File: config.mk
export PLATFORM = sky130hd
export DESIGN_NAME = mpm_pin_mux
export DESIGN_NICKNAME = d
export VERILOG_FILES = /design/src/hdl/mpm_pkg.sv /design/src/hdl/mpm_pin_mux.sv
export SDC_FILE = /design/constraint.sdc
export NUM_CORES = 1
export LEC_CHECK = 0
export ABC_AREA = 1
export BUFFER_PORTS_ARGS = -buffer_cell sky130_fd_sc_hd__buf_2
export CORE_ASPECT_RATIO = 2
export CORE_MARGIN = 2
export CORE_UTILIZATION = 45
export CTS_CLUSTER_SIZE = 30
export DETAILED_ROUTE_END_ITERATION = 10
export PLACE_DENSITY_LB_ADDON = 0.05
export SYNTH_ARGS = -nofsm -noshare
export SYNTH_HDL_FRONTEND = slang
export SYNTH_SLANG_ARGS = --single-unit
File: constraint.sdc
create_clock -name mclk -period 3.25 [get_ports mclk]
set_input_delay 0.1625 -clock mclk [delete_from_list [all_inputs] [get_ports mclk]]
set_output_delay 0.1625 -clock mclk [all_outputs]
set_load 0.02 [all_outputs]
File: src/hdl/mpm_pkg.sv
// package for the multifunction pin control and status mux
package mpm_pkg;
    localparam int NUM_PINS = 7;
    localparam int NUM_CTRL = 4;
    // register indices; byte address is four times the index
    localparam logic [13:0] IDX_CONFIG_UPDATE = 14'h000f;
    localparam logic [13:0] IDX_COMBINE_LOW = 14'h0100;
    localparam logic [13:0] IDX_COMBINE_HIGH = 14'h0101;
    localparam logic [13:0] IDX_FUNC_FIRST = 14'h0102;
    localparam logic [13:0] IDX_FUNC_LAST = 14'h0108;
    localparam logic [13:0] IDX_PIN_STATE = 14'h0110;
    localparam int ADDR_W = 16;
    localparam int IDX_LSB = 2;
    // function register fields
    localparam int FUNC_OE_BIT = 7;
    localparam int FUNC_CODE_MSB = 6;
    localparam logic [7:0] FUNC_RESET = 8'h00;
    localparam logic [7:0] COMBINE_RESET = 8'h00;
    localparam int COMBINE_PINS_LOW = 4;
    localparam int CONFIG_UPDATE_BIT = 0;
    localparam int COMB_INVERT_BIT = 0;
    localparam int COMB_OR_BIT = 1;
    // function codes
    localparam logic [6:0] CODE_NO_ACTION = 7'h00;
    localparam logic [6:0] CODE_CONFIG_UPDATE = 7'h01;
    localparam logic [6:0] CODE_POWER_DOWN = 7'h02;
    localparam logic [6:0] CODE_WATCHDOG = 7'h03;
    localparam logic [6:0] CODE_SYNC_CAL = 7'h04;
    localparam logic [6:0] CODE_SCS_LOCK = 7'h05;
    localparam logic [6:0] CODE_SCS_STABLE = 7'h06;
    localparam logic [6:0] CODE_BOTH_LOCKED = 7'h07;
    localparam logic [6:0] CODE_FIRST_LOOP = 7'h08;
    localparam logic [6:0] CODE_SECOND_LOOP = 7'h09;
    localparam logic [6:0] CODE_EE_SAVE = 7'h0a;
    localparam logic [6:0] CODE_EE_LOAD = 7'h0b;
    // status source bit positions
    localparam int SCS_LOCK_BIT = 0;
    localparam int SCS_STABLE_BIT = 1;
    localparam int SCS_CAL_BIT = 2;
    localparam int FIRST_LOOP_BIT = 4;
    localparam int SECOND_LOOP_BIT = 5;
    localparam int EE_SAVE_BIT = 0;
    localparam int EE_LOAD_BIT = 1;
    // axi responses
    localparam logic [1:0] RESP_OKAY = 2'b00;
    localparam logic [1:0] RESP_DECERR = 2'b11;

    typedef struct packed {
        logic [7:0] system_clock_source_status;
        logic [7:0] eeprom_status;
        logic watchdog_timeout;
    } mpm_status_t;

    typedef struct packed {
        logic config_update;
        logic power_down;
        logic watchdog_clear;
        logic sync_all;
    } mpm_ctrl_t;

    typedef struct packed {
        logic [1:0][7:0] comb_shadow;
        logic [NUM_PINS-1:0][7:0] func_shadow;
        logic [1:0][7:0] comb_active;
        logic [NUM_PINS-1:0][7:0] func_active;
        logic [NUM_CTRL-1:0] ctrl_level;
        logic update_level_prev;
        logic hold;
        mpm_ctrl_t ctrl_out;
        logic [NUM_PINS-1:0] pin_out;
        logic [NUM_PINS-1:0] pin_oe;
        logic core_clk_div;
        logic awready;
        logic wready;
        logic bvalid;
        logic [1:0] bresp;
        logic arready;
        logic rvalid;
        logic [31:0] rdata;
        logic [1:0] rresp;
    } mpm_state_t;
endpackage

File: src/hdl/mpm_pin_mux.sv
// multifunction pin mux with an axi4-lite register slave
//
// Register access over AXI4-Lite was left to the implementer.
`timescale 1ns/10ps
`default_nettype none

// Notes on behaviour
// - oe clear makes pin a control input
// - 7-bit code selects function, 0x00 idle/low
// - function registers at 0x0102 through 0x0108
// - combine codes held in 0x100 and 0x101
// - 00 ands level, 01 ands inverted level
// - 10 ors level, 11 ors inverted level
// - or terms evaluated before and terms
// - or group result anded with and terms
// - lone pin, 00/10 pass level directly
// - lone pin, 01/11 pass inverted level
// - 0x01 drives config update, status high
// - 0x02 drives power down, status core clock
// - 0x03 drives watchdog clear, status timeout
// - 0x04 control drives sync all
// - 0x04 status gives calibration in progress
// - 0x05 lock detect, 0x06 stable flag
// - 0x07 high when both loops locked
// - 0x08 first loop, 0x09 second loop
// - 0x0a eeprom save, 0x0b eeprom load
// - oe set drives pin with status
// - new function waits for config update
module mpm_pin_mux (
    input wire logic mclk,
    input wire logic sys_rst,
    input wire logic [15:0] s_axi_awaddr,
    input wire logic s_axi_awvalid,
    output logic s_axi_awready,
    input wire logic [31:0] s_axi_wdata,
    input wire logic [3:0] s_axi_wstrb,
    input wire logic s_axi_wvalid,
    output logic s_axi_wready,
    output logic [1:0] s_axi_bresp,
    output logic s_axi_bvalid,
    input wire logic s_axi_bready,
    input wire logic [15:0] s_axi_araddr,
    input wire logic s_axi_arvalid,
    output logic s_axi_arready,
    output logic [31:0] s_axi_rdata,
    output logic [1:0] s_axi_rresp,
    output logic s_axi_rvalid,
    input wire logic s_axi_rready,
    input wire logic [6:0] multi_pin_in,
    output logic [6:0] multi_pin_out,
    output logic [6:0] multi_pin_oe,
    input wire mpm_pkg::mpm_status_t status_in,
    output mpm_pkg::mpm_ctrl_t ctrl_out
);

    mpm_pkg::mpm_state_t state_reg;
    mpm_pkg::mpm_state_t state_next;

    // combine code of one pin from the two packed combine registers
    function automatic logic [1:0] comb_of(input logic [1:0][7:0] comb, input int pin);
        logic [15:0] flat;
        flat = {comb[1], comb[0]};
        comb_of = flat[2*pin +: 2];
    endfunction

    // register index for a byte address
    function automatic logic [13:0] idx_of(input logic [15:0] addr);
        idx_of = addr[mpm_pkg::ADDR_W-1:mpm_pkg::IDX_LSB];
    endfunction

    // true when an index is one of the seven function registers
    function automatic logic is_func(input logic [13:0] idx);
        is_func = (idx >= mpm_pkg::IDX_FUNC_FIRST) && (idx <= mpm_pkg::IDX_FUNC_LAST);
    endfunction

    // combined control value per control function code 1..4
    logic [mpm_pkg::NUM_CTRL-1:0] ctrl_value;
    logic [mpm_pkg::NUM_CTRL-1:0] ctrl_used;
    logic [mpm_pkg::NUM_PINS-1:0] status_value;

    genvar f;
    generate
        for (f = 0; f < mpm_pkg::NUM_CTRL; f++) begin : g_ctrl
            logic [mpm_pkg::NUM_PINS-1:0] member;
            logic [mpm_pkg::NUM_PINS-1:0] or_type;
            logic [mpm_pkg::NUM_PINS-1:0] term;
            logic [mpm_pkg::NUM_PINS-1:0][1:0] cb;
            logic or_any;
            logic or_val;
            logic and_val;
            always_comb begin
                for (int p = 0; p < mpm_pkg::NUM_PINS; p++) begin
                    // oe clear and matching code makes the pin a control source
                    member[p] = !state_reg.func_active[p][mpm_pkg::FUNC_OE_BIT]
                        && (state_reg.func_active[p][mpm_pkg::FUNC_CODE_MSB:0]
                        == 7'(f + 1));
                    cb[p] = comb_of(state_reg.comb_active, p);
                    or_type[p] = cb[p][mpm_pkg::COMB_OR_BIT];
                    // invert first when the low code bit is set
                    term[p] = multi_pin_in[p] ^ cb[p][mpm_pkg::COMB_INVERT_BIT];
                end
                or_any = |(member & or_type);
                or_val = |(member & or_type & term);
                and_val = &(~(member & ~or_type) | term);
                // or group first, then anded with the and terms
                ctrl_value[f] = (or_any ? or_val : 1'b1) & and_val;
                ctrl_used[f] = |member;
            end
        end
    endgenerate

    // status source selection per pin
    genvar s;
    generate
        for (s = 0; s < mpm_pkg::NUM_PINS; s++) begin : g_stat
            logic [6:0] code;
            assign code = state_reg.func_active[s][mpm_pkg::FUNC_CODE_MSB:0];
            always_comb begin
                unique case (code)
                    mpm_pkg::CODE_NO_ACTION: status_value[s] = 1'b0;
                    mpm_pkg::CODE_CONFIG_UPDATE: status_value[s] = 1'b1;
                    mpm_pkg::CODE_POWER_DOWN: status_value[s] = ~state_reg.core_clk_div;
                    mpm_pkg::CODE_WATCHDOG: status_value[s] = status_in.watchdog_timeout;
                    mpm_pkg::CODE_SYNC_CAL: status_value[s] =
                        status_in.system_clock_source_status[mpm_pkg::SCS_CAL_BIT];
                    mpm_pkg::CODE_SCS_LOCK: status_value[s] =
                        status_in.system_clock_source_status[mpm_pkg::SCS_LOCK_BIT];
                    mpm_pkg::CODE_SCS_STABLE: status_value[s] =
                        status_in.system_clock_source_status[mpm_pkg::SCS_STABLE_BIT];
                    mpm_pkg::CODE_BOTH_LOCKED: status_value[s] =
                        status_in.system_clock_source_status[mpm_pkg::FIRST_LOOP_BIT]
                        & status_in.system_clock_source_status[mpm_pkg::SECOND_LOOP_BIT];
                    mpm_pkg::CODE_FIRST_LOOP: status_value[s] =
                        status_in.system_clock_source_status[mpm_pkg::FIRST_LOOP_BIT];
                    mpm_pkg::CODE_SECOND_LOOP: status_value[s] =
                        status_in.system_clock_source_status[mpm_pkg::SECOND_LOOP_BIT];
                    mpm_pkg::CODE_EE_SAVE: status_value[s] =
                        status_in.eeprom_status[mpm_pkg::EE_SAVE_BIT];
                    mpm_pkg::CODE_EE_LOAD: status_value[s] =
                        status_in.eeprom_status[mpm_pkg::EE_LOAD_BIT];
                    default: status_value[s] = 1'b0;
                endcase
            end
        end
    endgenerate

    // bus decode
    logic [13:0] wr_idx;
    logic [13:0] rd_idx;
    logic wr_fire;
    logic rd_fire;
    logic wr_mapped;
    logic rd_mapped;
    logic sw_update;
    logic pin_update;
    logic update_event;
    logic func_write;
    logic [31:0] rd_word;

    always_comb begin
        wr_idx = idx_of(s_axi_awaddr);
        rd_idx = idx_of(s_axi_araddr);
        wr_fire = s_axi_awvalid && s_axi_wvalid && !state_reg.awready && !state_reg.bvalid;
        rd_fire = s_axi_arvalid && !state_reg.arready && !state_reg.rvalid;
        wr_mapped = is_func(wr_idx) || (wr_idx == mpm_pkg::IDX_COMBINE_LOW)
            || (wr_idx == mpm_pkg::IDX_COMBINE_HIGH) || (wr_idx == mpm_pkg::IDX_CONFIG_UPDATE)
            || (wr_idx == mpm_pkg::IDX_PIN_STATE);
        rd_mapped = is_func(rd_idx) || (rd_idx == mpm_pkg::IDX_COMBINE_LOW)
            || (rd_idx == mpm_pkg::IDX_COMBINE_HIGH) || (rd_idx == mpm_pkg::IDX_CONFIG_UPDATE)
            || (rd_idx == mpm_pkg::IDX_PIN_STATE);
        sw_update = wr_fire && s_axi_wstrb[0] && (wr_idx == mpm_pkg::IDX_CONFIG_UPDATE)
            && s_axi_wdata[mpm_pkg::CONFIG_UPDATE_BIT];
        // a pin driving the update function acts on its rising level
        pin_update = ctrl_used[0] && ctrl_value[0] && !state_reg.update_level_prev;
        update_event = sw_update || pin_update;
        func_write = wr_fire && s_axi_wstrb[0] && is_func(wr_idx);
        rd_word = 32'h0000_0000;
        if (is_func(rd_idx)) begin
            rd_word[7:0] = state_reg.func_shadow[3'(rd_idx - mpm_pkg::IDX_FUNC_FIRST)];
        end else if (rd_idx == mpm_pkg::IDX_COMBINE_LOW) begin
            rd_word[7:0] = state_reg.comb_shadow[0];
        end else if (rd_idx == mpm_pkg::IDX_COMBINE_HIGH) begin
            rd_word[7:0] = state_reg.comb_shadow[1];
        end else if (rd_idx == mpm_pkg::IDX_PIN_STATE) begin
            rd_word[6:0] = multi_pin_in;
            rd_word[11:8] = state_reg.ctrl_out;
            rd_word[12] = state_reg.hold;
        end
    end

    always_comb begin
        state_next = state_reg;
        state_next.core_clk_div = ~state_reg.core_clk_div;
        state_next.update_level_prev = ctrl_used[0] && ctrl_value[0];
        state_next.awready = wr_fire;
        state_next.wready = wr_fire;
        state_next.arready = rd_fire;
        // write side
        if (wr_fire) begin
            state_next.bvalid = 1'b1;
            state_next.bresp = wr_mapped ? mpm_pkg::RESP_OKAY : mpm_pkg::RESP_DECERR;
            if (s_axi_wstrb[0]) begin
                if (is_func(wr_idx)) begin
                    state_next.func_shadow[3'(wr_idx - mpm_pkg::IDX_FUNC_FIRST)] =
                        s_axi_wdata[7:0];
                end else if (wr_idx == mpm_pkg::IDX_COMBINE_LOW) begin
                    state_next.comb_shadow[0] = s_axi_wdata[7:0];
                end else if (wr_idx == mpm_pkg::IDX_COMBINE_HIGH) begin
                    state_next.comb_shadow[1] = s_axi_wdata[7:0];
                end
            end
        end else if (state_reg.bvalid && s_axi_bready) begin
            state_next.bvalid = 1'b0;
        end
        // read side
        if (rd_fire) begin
            state_next.rvalid = 1'b1;
            state_next.rdata = rd_word;
            state_next.rresp = rd_mapped ? mpm_pkg::RESP_OKAY : mpm_pkg::RESP_DECERR;
        end else if (state_reg.rvalid && s_axi_rready) begin
            state_next.rvalid = 1'b0;
        end
        // control values freeze after a function write until the update
        if (update_event) begin
            state_next.func_active = state_reg.func_shadow;
            state_next.comb_active = state_reg.comb_shadow;
            state_next.hold = 1'b0;
        end else if (func_write) begin
            state_next.hold = 1'b1;
        end
        if (!state_reg.hold) begin
            state_next.ctrl_level = ctrl_value & ctrl_used;
        end
        state_next.ctrl_out.config_update = update_event;
        state_next.ctrl_out.power_down = state_next.ctrl_level[1];
        state_next.ctrl_out.watchdog_clear = state_next.ctrl_level[2];
        state_next.ctrl_out.sync_all = state_next.ctrl_level[3];
        // pins with oe set carry their status source
        for (int p = 0; p < mpm_pkg::NUM_PINS; p++) begin
            state_next.pin_oe[p] = state_reg.func_active[p][mpm_pkg::FUNC_OE_BIT];
            state_next.pin_out[p] = state_next.pin_oe[p] & status_value[p];
        end
    end

    always_ff @(posedge mclk) begin
        if (sys_rst) begin
            state_reg <= '0;
            state_reg.func_shadow <= {mpm_pkg::NUM_PINS{mpm_pkg::FUNC_RESET}};
            state_reg.func_active <= {mpm_pkg::NUM_PINS{mpm_pkg::FUNC_RESET}};
            state_reg.comb_shadow <= {2{mpm_pkg::COMBINE_RESET}};
            state_reg.comb_active <= {2{mpm_pkg::COMBINE_RESET}};
        end else begin
            state_reg <= state_next;
        end
    end

    assign s_axi_awready = state_reg.awready;
    assign s_axi_wready = state_reg.wready;
    assign s_axi_bvalid = state_reg.bvalid;
    assign s_axi_bresp = state_reg.bresp;
    assign s_axi_arready = state_reg.arready;
    assign s_axi_rvalid = state_reg.rvalid;
    assign s_axi_rdata = state_reg.rdata;
    assign s_axi_rresp = state_reg.rresp;
    assign multi_pin_out = state_reg.pin_out;
    assign multi_pin_oe = state_reg.pin_oe;
    assign ctrl_out = state_reg.ctrl_out;

endmodule // mpm_pin_mux

`default_nettype wire

* Word-level counts from Yosys, hierarchy flattened
Cells that the tools add are included.
Operators by class: add/sub/neg operators 2, magnitude comparators 7, equal/unequal tests 85, muxes and demuxes 32, bitwise gates (word level) 44, reduce and logical (&&, ||, !) cells 87
Operators with widths (count):
- $eq A7 B3 Y1 const B | 28
- $eq A7 B4 Y1 const B | 28
- $eq A7 B2 Y1 const B | 14
- $and A7 B7 Y7 | 12
- $eq A14 B9 Y1 const B | 6
- $reduce_or A7 Y1 | 12
- $pmux W1 S11 | 7
- $bwmux W56 | 1
- $eq A7 B1 Y1 const B | 7
- $logic_and A1 B1 Y1 | 44
- $not A7 Y7 | 5
- $mux W8 | 4
- $eq A14 B4 Y1 const B | 2
- $ge A14 B9 Y1 const B | 2
- $le A14 B9 Y1 const B | 2
- $or A7 B7 Y7 | 4
- $reduce_and A7 Y1 | 4
- $bmux W8 S3 | 1
- $demux W8 S3 | 1
- $mux W5 | 4
- $mux W7 | 2
- $and A1 B1 Y1 | 12
- $logic_not A1 Y1 | 12
- $logic_or A1 B1 Y1 | 9
- 14 further kinds | 34
Word-level totals: register bits 188, bits of input ports 99, output and inout bits 59, word-level logic and storage cells 293

* Logic depth before layout (Yosys ltp)
Gate-level depths: netlist of the first run.
depth in word-level cells 11, depth in mapped cells 15, mapped depth without buffers 14

* Worst setup path before layout of the first run
OpenSTA, ideal clock, no wires.
path type register -> register, start point register state_reg, in the netlist s_axi_bvalid, end point register state_reg[177] (netlist bit), arrival time 1671 ps, data required time 3170 ps, slack 1499 ps, cell stages (with the launch flop) 11, buffers on the path 1, period minus slack after synthesis 1751 ps, cells stage by stage dfxtp_1 -> nor2_1 -> nand3_1 -> inv_1 -> nand2_1 -> inv_1 -> nand3_4 -> nor3_4 -> buf_6 -> nor2_1 -> a211oi_2
On the way: cells in the longest elaborated chain, start to end 3
Ends and longest elaborated chain:
- start: declaration | line mpm_pin_mux.sv:56 | mpm_pkg::mpm_state_t state_reg;
- start signal: assignment | line mpm_pin_mux.sv:253 | state_reg <= state_next;
- $logic_not A1 Y1 | line mpm_pin_mux.sv:163 | wr_fire = s_axi_awvalid && s_axi_wvalid && !state_reg.awready && !state_reg.bvalid;
- $logic_and A1 B1 Y1 | line mpm_pin_mux.sv:163
- $reduce_and A3 Y1 (no source line)
No other way between the ends. A chain may end at the register's enable or synchronous reset.

* Worst setup path in the final report of the first run
start point register state_reg, in the netlist g_stat[4].code[4], end point register state_reg, in the netlist g_stat[1].code[2]
On the way: cells in the longest elaborated chain, start to end 10, elaborated cells between the ends (all ways) 16
Ends and longest elaborated chain:
- $eq A7 B1 Y1 (*) | line mpm_pin_mux.sv:96 | == 7'(f + 1));
- $logic_and A1 B1 Y1 (*) | line mpm_pin_mux.sv:95 | && (state_reg.func_active[p][mpm_pkg::FUNC_CODE_MSB:0]
- $and A7 B7 Y7, on equally long branches | line mpm_pin_mux.sv:102, mpm_pin_mux.sv:103, mpm_pin_mux.sv:104
- $and A7 B7 Y7 or $not A7 Y7 (tied branches) | line mpm_pin_mux.sv:103, mpm_pin_mux.sv:104
- $reduce_or A7 Y1 or $or A7 B7 Y7 (tied branches) | line mpm_pin_mux.sv:103, mpm_pin_mux.sv:104
- $mux W1 or $reduce_and A7 Y1 (tied branches) | line mpm_pin_mux.sv:106, mpm_pin_mux.sv:104
- $and A1 B1 Y1 | line mpm_pin_mux.sv:106 | ctrl_value[f] = (or_any ? or_val : 1'b1) & and_val;
- $logic_and A1 B1 Y1 (*) (2 in a row) | line mpm_pin_mux.sv:174 | pin_update = ctrl_used[0] && ctrl_value[0] && !state_reg.update_level_prev;
- $logic_or A1 B1 Y1 (*) | line mpm_pin_mux.sv:175 | update_event = sw_update || pin_update;
Every way passes the cells marked *; elsewhere a longest branch is shown, timed or not.

==> flow_summary_export.csv, run 1 <==
group,metric,value,unit
status,status,"complete, no violations",
clock_network,clk_latency,0.45,ns
clock_network,cts-root-buf,"clkbuf_16",
power_and_ir_drop,combPwrFrac,7.2,%
placement,gp_congestion,0.971,
layout,final_nets,1589,
floorplanning,core,22000,sq um
clock_network,cts_resized,0,
synth,synth_compound_area_share,13.7,%
sta,min_period_over_period,81.2,%
placement,dp_cells,1741,
sta,slew_headroom,44.7,%
synth,synthSimpleGateAreaFrac,36.5,%
power_and_ir_drop,p_int,3.52,mW
drt,drt-initial-drc-count,609,
clock_network,cts.sinks,182,
drt,drc,0,
setup_path,reg2reg_depth,12,
sta,skew,0.0163,ns
clock_network,holdBufCountCts,5,
global_route,grtUsageTotal,30.7,%
synth,synthMuxAreaShare,0,%
drt,drt_wl_total,35200,microns
sta,tns,0,ns
setup_path,reg2reg_from,"g_stat[4].code[4]$_SDFFE_PP0P_",
placement,place_ws,0.682,ns
sta,fin_ws,0.610,ns
setup_path,cp_max_fo,71,
power_and_ir_drop,seqPwrFrac,47.1,%
synth,synth-seq-area-share,36.4,%
clock_network,postCtsSetupBuffers,0,
synth,synth-xor-area-share,0.0876,%
power_and_ir_drop,ir_drop,0.361,mV
clock_network,h-tree-depth,4,
layout,largest_reg_flops,78,
power_and_ir_drop,power.density,435,nW/um^2
floorplanning,die-area,23500,sq um
synth,yosys.area_share.adder,0.125,%
drt,drt_pass1_iterations,5,
setup_path,rrSetupSlack,0.61,ns
sta,whs,0.0262,ns
hold_path,hold_end,"state_reg[204]$_SDFFE_PP0P_",
drt,via_count,10038,
global_route,grt_pass1_wl,53600,microns
synth,synthCells,1453,
sta,worst_pin_slew,0.827,ns
layout,finish.instance_area,11000,sq um
clock_network,cts_buffer_depth,2,
sta,fin_crit,2.64,ns
power_and_ir_drop,p_sw,1.24,mW
placement,io_buffer_count,98,
sta,maxSlewViolCount,0,
synth,synth_top_family_by_area,"simple AND/OR/NAND/NOR gates",
synth,yosys_warnings,0,
floorplanning,initial_utilization,45.5,%
placement,place_hpwl,26500,microns
setup_path,startpoint_type,"flop",
sta,rsz0062_at_grt,"false",
global_route,grt_max_degree,101,
power_and_ir_drop,netSwitchingFraction,26.1,%
synth,synth.area.top_cells,"dfxtp_1 (36%), nand2_1 (11%), nor2_1 (7.6%)",
setup_path,endpoint_kind,"flop",
synth,netlist.area_leader.share,36.4,%
clock_network,cts_buffers,17,
synth,syn_area_per_cell,6.88,sq um
floorplanning,die_h,215,microns
hold_path,hp-start,"s_axi_wdata[2]",
placement,placed_area,10300,sq um
synth,syn_area,10000,sq um
hold_path,hold_class,"in -> reg",
setup_path,worstPathArrival,3.04,ns
drt,wl_per_cell,19.8,microns
layout,final_core_util,49.9,%
synth,yosysUniqueCellTypes,45,
floorplanning,rows,77,
power_and_ir_drop,power.total,4.77,mW
hold_path,min_path_cells,3,
run,drv_cap,0,
layout,register_area,3640,sq um
power_and_ir_drop,p_clk_share,45.7,%
layout,multiInputGateArea,5130,sq um
global_route,overflow,0,
setup_path,r2r_end,"g_stat[1].code[2]$_SDFFE_PP0P_",
sta,max_freq,0.379,GHz
setup_path,crit_required,3.65,ns
sta,final_hold_viol_count,0,
clock_network,cts_tree,"done",
floorplanning,num_io_pins,158,
synth,synth_top_area_cell,"dfxtp_1",
setup_path,path_class,"reg -> reg",
sta,setup_violations,0,
drt,detail_route.vias_per_cell,5.65,
layout,drive_gt1_share,12.3,%
floorplanning,die_x,109,microns
drt,ant_nets,0,
layout,antennaDiodeCount,0,
global_route,antenna_found_initial,0,
layout,syn_to_final_growth,9.62,%
synth,ys_seq_elements,182,
layout,fin_cells,1778,
layout,n_fill_cell,2357,
global_route,grt_pass1_vias,9615,
clock_network,cts.clk_slew.worst_paths,0.07,ns
power_and_ir_drop,p_leak,4.90,nW
critical path: stages, from the launching register on:
cell and delay [ns]:
dfxtp_1 0.32, nor2_1 0.24, nand2_1 0.16, nor2_2 0.34
nand3_1 0.11, nand2_1 0.09, nor2_1 0.04, nand2_1 0.06
nand3_1 0.14, nand3_4 0.13, buf_4 0.63, nand4_1 0.18
nand2_1 0.11
placed cells by master, fill, tap and decap left out, types with 6 or more instances in the layout:
cell | netlist | final
buf_4 | 56 | 14
nand4_1 | 94 | 94
nor2_1 | 203 | 203
o22ai_1 | 35 | 35
nand2_1 | 301 | 301
inv_1 | 138 | 138
a211oi_2 | 6 | 6
clkbuf_16 | 0 | 17
buf_2 | 9 | 97
nand3_1 | 141 | 140
conb_1 | 1 | 19
dfxtp_1 | 182 | 182
o2111ai_1 | 6 | 6
nor3_1 | 23 | 23
nor2_2 | 8 | 8
a211oi_1 | 66 | 66
o21ai_0 | 30 | 30
a21oi_1 | 41 | 41
a22oi_1 | 6 | 6
cell families (layout without fill, tap and decap cells):
family | count (synthesis) | count (layout)
AOI/OAI and AO/OA | 205 | 205
xor gates and xnor gates | 1 | 1
adders and majority gates | 1 | 1
buffers and inverters | 263 | 294
DFF | 182 | 182
other | 1 | 19
and+or+nand+nor | 800 | 800
layout make-up:
class                           count  share of cell area [%]
Clock buffer                       19                    4.13
Clock inverter                     13                    1.44
Inverter                          143                    4.92
Multi-Input combinational cell   1026                    46.7
Sequential cell                   182                    33.2
Tap cell                          276                    3.15
Timing Repair Buffer              119                    6.39
power by group through the flow:
stage                     clock network, mW  registers, mW  logic, mW
after floorplan                           0           2.30      0.210
after CTS                              2.22           2.24      0.342
after global placement                    0           2.30      0.336
final                                  2.18           2.24      0.343
after global routing                   2.29           2.24      0.369
after detailed placement                  0           2.30      0.337
routing by layer:
metal  part of all wire, %  up-vias  global-route usage, %
li1                      -     4935                      -
met1                    37     4628                   33.4
met5                     0        -                      0
met4                   8.3        0                   23.2
met2                    51      348                   52.4
met3                   4.1      127                   3.82
cell usage after synthesis (all sizes together):
cell     number
o21ai        30
a21boi        1
buf          83
nand3b        1
ha            1
nand2       303
a41oi         1
o2bb2ai       3
and3          1
dfxtp       182
a21oi        41
a31oi         1
o31ai         4
or2           5
o2111ai       6
nand4        95
nor3b         3
a22oi         6
clkbuf       37
a31o          1
inv         141
and2          3
clkinv        2
xor2          1
nor3         27
nor2        216
nand3       143
o211ai        3
o22ai        35
nor4          3
o311ai        1
a211oi       72
conb          1
worst max path at each step:
stage	start	to	slack [ns]	depth (start not counted)
4_1_cts	g_stat[1].code[4]$_SDFFE_PP0P_	g_stat[2].code[4]$_SDFFE_PP0P_	0.65	12
6_report	g_stat[4].code[4]$_SDFFE_PP0P_	g_stat[1].code[2]$_SDFFE_PP0P_	0.61	12
5_1_grt	g_stat[1].code[4]$_SDFFE_PP0P_	g_stat[1].code[1]$_SDFFE_PP0P_	0.38	12
2_1_floorplan	s_axi_bvalid$_SDFFE_PP0P_	state_reg[177]$_SDFFE_PP0P_	1.50	10
3_5_place_dp	g_stat[1].code[4]$_SDFFE_PP0P_	g_stat[5].code[1]$_SDFFE_PP0P_	0.68	12
3_3_place_gp	g_stat[4].code[4]$_SDFFE_PP0P_	g_ctrl[0].cb[0]$_SDFFE_PP0P_	0.71	12
Note: power is estimated with default switching activity, not from simulation.
==> run 2: changes to the inputs <==
==> constraint.sdc (replaced) <==
create_clock -name mclk -period 2.4 [get_ports mclk]
set_input_delay 0.12 -clock mclk [delete_from_list [all_inputs] [get_ports mclk]]
set_output_delay 0.12 -clock mclk [all_outputs]
set_load 0.02 [all_outputs]
==> flow_summary_export.csv, run 2 (same netlist as run 1, synthesis figures left out) <==
group,metric,value,unit
sta,fin_crit,2.19,ns
global_route,grt_max_degree,101,
hold_path,hold_end,"state_reg[207]$_SDFFE_PP0P_",
floorplanning,die_h,215,microns
drt,drc,0,
setup_path,cp.buffers_inverters,3,
sta,min_period_over_period,91.3,%
clock_network,cts.sinks,182,
setup_path,rrSetupSlack,0.21,ns
sta,rsz0062_at_grt,"false",
drt,ant_nets,0,
setup_path,crit_slowest_cell,"dfxtp_1",
power_and_ir_drop,ir_drop,0.612,mV
global_route,grt.busiest_layer,"met2",
setup_path,path_cells,"inv_1 -> nor2_1 -> nand2_1 -> nor2_2 -> nand2_2 -> nand2_1 -> inv_1 -> nand2_1 -> nor2_1 -> nor2_2 -> nand3_4 -> nand2_4 -> buf_4 -> nand3_1 -> nand2_1",
drt,wl_per_cell,20.3,microns
layout,syn_to_final_growth,13.3,%
setup_path,r2r_end,"g_ctrl[0].cb[5]$_SDFFE_PP0P_",
hold_path,hp-start,"s_axi_wdata[5]",
floorplanning,initial_utilization,45.5,%
sta,skew,0.0173,ns
clock_network,h-tree-depth,4,
setup_path,cp_slowest_stage_delay,0.40,ns
global_route,grt_pass1_wl,56200,microns
drt,via_count,10137,
sta,worst_pin_slew,0.741,ns
drt,detail_route.vias_per_cell,5.57,
layout,layout_commonest_cell,"nand2_1",
layout,register_area,3640,sq um
global_route,grtUsageTotal,32.2,%
sta,slew_headroom,50.6,%
drt,drt-initial-drc-count,704,
hold_path,min_path_cells,3,
sta,tns,0,ns
global_route,overflow,0,
setup_path,critPathTopFamily,"simple AND/OR/NAND/NOR gates",
layout,drive_gt1_share,14.6,%
sta,whs,0.0178,ns
sta,final_hold_viol_count,0,
floorplanning,die-area,23500,sq um
floorplanning,core,22000,sq um
clock_network,postCtsSetupBuffers,0,
setup_path,crit_top_cell,"nand2_1",
global_route,gr-usage-met2,56.2,%
global_route,gr-usage-met1,34.3,%
floorplanning,num_io_pins,158,
setup_path,reg2reg_from,"g_stat[6].code[0]$_SDFFE_PP0P_",
layout,n_fill_cell,2296,
placement,gp_congestion,0.983,
global_route,grt_use_met3,5.52,%
clock_network,clk_latency,0.46,ns
power_and_ir_drop,p_leak,5.12,nW
clock_network,cts_buffers,17,
setup_path,endpoint_kind,"flop",
layout,multiInputGateArea,5150,sq um
clock_network,cts_tree,"done",
layout,final_nets,1632,
layout,largest_reg_flops,78,
run,drv_cap,0,
clock_network,cts_buffer_depth,2,
power_and_ir_drop,power.density,562,nW/um^2
layout,layout_common_cells,"nand2_1 (300), nor2_1 (200), dfxtp_1 (182), nand3_1 (140), inv_1 (138)",
hold_path,hold_class,"in -> reg",
floorplanning,die_x,109,microns
placement,place_hpwl,27800,microns
status,status,"complete, no violations",
sta,maxSlewViolCount,0,
floorplanning,rows,77,
clock_network,cts.clk_slew.worst_paths,0.08,ns
setup_path,crit_required,2.79,ns
placement,placed_area,10600,sq um
drt,drt_wl_total,36900,microns
setup_path,reg2reg_depth,15,
global_route,antenna_found_initial,0,
setup_path,worstPathArrival,2.58,ns
drt,drt_pass1_iterations,5,
sta,max_freq,0.456,GHz
placement,io_buffer_count,98,
setup_path,cp_max_fo,15,
layout,antennaDiodeCount,0,
setup_path,startpoint_type,"flop",
setup_path,path_class,"reg -> reg",
clock_network,cts-root-buf,"clkbuf_16",
sta,setup_violations,0,
global_route,grt_pass1_vias,9928,
layout,finish.instance_area,11300,sq um
-- run 2: cell types whose count changed in the layout (fill, tap and decap cells not counted), sizes merged --
cell         previous run  this run
buf                   114       150
dlygate4sd3             5        12
bufinv                  2         0
clkinv                  6         8
inv                   147       149
clkbuf                 19        18
clkinvlp                1         0
-- run 2: area by class of cell --
class	instances	share of cell area [%]
repair buffers	162	9.44
flip-flops and latches	182	32.1
clock buffers	18	3.87
clock inverters	14	1.35
multi-input cells	1026	45.4
inverters	143	4.76
well taps	276	3.05
-- run 2: worst register-to-register path: stages (launching register included) --
cell and delay [ns]:
dfxtp_1 0.40, inv_1 0.09, nor2_1 0.12, nand2_1 0.08
nor2_2 0.20, nand2_2 0.15, nand2_1 0.09, inv_1 0.04
nand2_1 0.05, nor2_1 0.05, nor2_2 0.19, nand3_4 0.14
nand2_4 0.13, buf_4 0.23, nand3_1 0.12, nand2_1 0.07
-- run 2: what timing repair did --
| item | in CTS | in global routing |
|---|---|---|
| gates resized for setup | 0 | 7 |
| hold buffers | 12 | 0 |
| endpoints found under the setup margin | 0 | 70 |
| hold endpoints to repair | 10 | 0 |
-- run 2: per-stage QoR --
step / util (%) / power [mW] / worst slack [ns] / cells
CTS: 51.5 / 6.42 / 0.0384 / 1821
global route: 51.6 / 6.56 / 0.0104 / 1821
floorplan: - / 3.39 / 0.649 / 1471
detailed placement: 48.3 / 3.58 / 0.0633 / 1777
global placement: 48.3 / 3.58 / 0.0904 / 1777
finish: 51.6 / 6.37 / 0.209 / 1821
-- run 2: worst max-delay path by stage --
stage / start / to / slack, ns / cells after the start
after global routing: g_stat[6].code[0]$_SDFFE_PP0P_ / g_stat[0].code[0]$_SDFFE_PP0P_ / 0.01 / 15
after floorplan: s_axi_bvalid$_SDFFE_PP0P_ / state_reg[177]$_SDFFE_PP0P_ / 0.65 / 10
after global placement: g_stat[1].code[4]$_SDFFE_PP0P_ / g_stat[5].code[5]$_SDFFE_PP0P_ / 0.09 / 12
after CTS: g_stat[1].code[4]$_SDFFE_PP0P_ / g_stat[5].code[5]$_SDFFE_PP0P_ / 0.04 / 12
final: g_stat[6].code[0]$_SDFFE_PP0P_ / g_ctrl[0].cb[5]$_SDFFE_PP0P_ / 0.21 / 15
after detailed placement: g_stat[1].code[4]$_SDFFE_PP0P_ / g_stat[5].code[5]$_SDFFE_PP0P_ / 0.06 / 12
-- run 2: routing by layer --
layer | share of wire, % | routed length, microns
met1 | 36 | 13400
met2 | 52 | 19300
met3 | 4.3 | 1580
met4 | 7.1 | 2620
met5 | 0 | 0
-- run 2: power by group --
| part | total, mW | internal, mW | switching (mW) | leakage, nW |
|---|---|---|---|---|
| sequential | 3.04 | 3.03 | 0.0106 | 1.47 |
| clock | 2.84 | 1.42 | 1.41 | 0.291 |
| combinational | 0.494 | 0.135 | 0.359 | 3.37 |
| total | 6.37 | 4.58 | 1.78 | 5.12 |
==> run 3: changes to the inputs <==
--- a/config.mk
+++ b/config.mk
@@ -12,6 +12,7 @@
 export CORE_UTILIZATION = 45
 export CTS_CLUSTER_SIZE = 30
 export DETAILED_ROUTE_END_ITERATION = 10
+export MAX_ROUTING_LAYER = met4
 export PLACE_DENSITY_LB_ADDON = 0.05
 export SYNTH_ARGS = -nofsm -noshare
 export SYNTH_HDL_FRONTEND = slang
==> constraint.sdc (replaced) <==
create_clock -name mclk -period 2.7 [get_ports mclk]
set_input_delay 0.135 -clock mclk [delete_from_list [all_inputs] [get_ports mclk]]
set_output_delay 0.135 -clock mclk [all_outputs]
set_load 0.02 [all_outputs]
==> flow_summary_export.csv, run 3 (same netlist as run 1, synthesis figures left out) <==
group,metric,value,unit
status,status,"complete, no violations",
setup_path,worstPathArrival,2.82,ns
power_and_ir_drop,ir_drop,0.613,mV
sta,min_period_over_period,89.6,%
hold_path,hp-start,"s_axi_wdata[4]",
sta,tns,0,ns
layout,layout_commonest_cell,"nand2_1",
clock_network,cts_buffers,17,
global_route,antenna_found_initial,0,
sta,final_hold_viol_count,0,
sta,worst_pin_slew,0.764,ns
layout,final_nets,1610,
sta,fin_crit,2.42,ns
clock_network,cts.clk_slew.worst_paths,0.08,ns
floorplanning,initial_utilization,45.5,%
placement,gp_congestion,0.984,
run,drv_cap,0,
clock_network,cts-root-buf,"clkbuf_16",
setup_path,crit_slowest_cell,"buf_4",
placement,placed_area,10400,sq um
clock_network,cts_resized,0,
setup_path,cp_max_fo,38,
setup_path,endpoint_kind,"flop",
layout,largest_reg_flops,78,
drt,drt_wl_total,36300,microns
global_route,grt_pass1_vias,9522,
setup_path,reg2reg_from,"g_stat[1].code[4]$_SDFFE_PP0P_",
power_and_ir_drop,combPwrFrac,7.6,%
clock_network,postCtsSetupBuffers,0,
sta,skew,0.0164,ns
setup_path,path_cells,"nor2_1 -> nand2_1 -> nor2_2 -> nand4_1 -> nand2_1 -> nor2_1 -> nand3_1 -> nand3_4 -> nand2_4 -> buf_4 -> nand3_1 -> nand2_1",
setup_path,path_class,"reg -> reg",
layout,layout_common_cells,"nand2_1 (301), nor2_1 (203), dfxtp_1 (182), nand3_1 (140), inv_1 (138)",
floorplanning,die_h,215,microns
clock_network,clk_latency,0.46,ns
placement,place_ws,0.324,ns
power_and_ir_drop,seqPwrFrac,47.7,%
layout,syn_to_final_growth,11.1,%
placement,io_buffer_count,98,
placement,place_hpwl,27800,microns
power_and_ir_drop,p_sw,1.60,mW
clock_network,cts.sinks,182,
hold_path,hold_class,"in -> reg",
global_route,grtUsageTotal,32.6,%
global_route,grt_pass1_wl,55000,microns
sta,maxSlewViolCount,0,
setup_path,cp_slowest_stage_delay,0.39,ns
clock_network,cts_buffer_depth,2,
drt,wl_per_cell,20.2,microns
setup_path,crit_top_cell,"nand2_1",
clock_network,holdBufCountCts,8,
power_and_ir_drop,p_clk_share,44.7,%
floorplanning,die_x,109,microns
power_and_ir_drop,p_leak,4.99,nW
power_and_ir_drop,p_int,4.06,mW
setup_path,startpoint_type,"flop",
layout,n_fill_cell,2349,
floorplanning,rows,77,
drt,drt_pass1_iterations,5,
layout,antennaDiodeCount,0,
setup_path,startpoint,"g_stat[1].code[4]$_SDFFE_PP0P_",
layout,finish.instance_area,11100,sq um
sta,slew_headroom,49.1,%
sta,rsz0062_at_grt,"false",
sta,fin_ws,0.280,ns
power_and_ir_drop,netSwitchingFraction,28.3,%
drt,detail_route.vias_per_cell,5.58,
floorplanning,die-area,23500,sq um
drt,via_count,10038,
setup_path,critPathTopFamily,"simple AND/OR/NAND/NOR gates",
clock_network,cts_tree,"done",
sta,setup_violations,0,
layout,drive_gt1_share,13.3,%
layout,final_core_util,50.6,%
floorplanning,core,22000,sq um
setup_path,cp.buffers_inverters,1,
global_route,grt_max_degree,69,
drt,ant_nets,0,
clock_network,h-tree-depth,4,
floorplanning,num_io_pins,158,
setup_path,crit_required,3.10,ns
power_and_ir_drop,power.density,509,nW/um^2
drt,drt-initial-drc-count,686,
drt,drc,0,
sta,max_freq,0.413,GHz
power_and_ir_drop,power.total,5.66,mW
global_route,overflow,0,
[run 3: changes by cell type in the layout (fill, tap and decap cells not counted), moves of 2 or more]
cell | previous run | this run
buf_4 | 47 | 33
dlygate4sd3_1 | 12 | 8
buf_12 | 5 | 2
nor2_1 | 200 | 203
clkinv_8 | 3 | 5
nor2_4 | 7 | 5
[run 3: area by class of cell]
type                       instances  area, sq um  share of cell area (%)
multi-input combinational       1026         5130                    46.1
sequential                       182         3640                    32.8
timing repair buffer             140          853                    7.68
inverter                         143          539                    4.85
clock buffer                      17          425                    3.83
tap                              276          345                    3.11
clock inverter                    15          180                    1.62
[run 3: worst paths after layout]
check                                         to  slack [ns]  cells past startpoint
hold reg to reg      s_axi_rdata[8]$_SDFFE_PP0P_        0.46                      2
setup / recovery  g_stat[6].code[6]$_SDFFE_PP0P_        0.28                     12
setup reg to reg  g_stat[6].code[6]$_SDFFE_PP0P_        0.28                     12
hold / removal       state_reg[206]$_SDFFE_PP0P_        0.02                      3
[run 3: power by group through the flow]
stage	combinational [mW]	clock, mW	sequential (mW)
3_5_place_dp	0.417	0	2.76
4_1_cts	0.428	2.58	2.70
5_1_grt	0.460	2.67	2.70
2_1_floorplan	0.253	0	2.76
3_3_place_gp	0.418	0	2.76
6_report	0.433	2.53	2.70
[run 3: worst reg2reg max path, delay by kind of cell (launching register included)]
family	cells	cell delay, ns
and+or+nand+nor	11	1.66
buffers and inverters	1	0.39
DFF	1	0.31
[run 3: per-stage QoR]
step,instances,hold WS [ns]
CTS,1799,0.00107
finish,1799,0.0157
detailed placement,1759,0.400
global route,1799,0.00631
floorplan,1471,0.298
global placement,1759,0.393
[run 3: metal layers]
metal,track usage (%),part of all wire [%],wire (microns),vias to the layer above
met2,54.1,51,18500,299
li1,-,-,-,4996
met1,34.0,36,13200,4630
met3,4.76,3.8,1370,113
met4,23.8,8.7,3150,0
met5,-,0,0,-
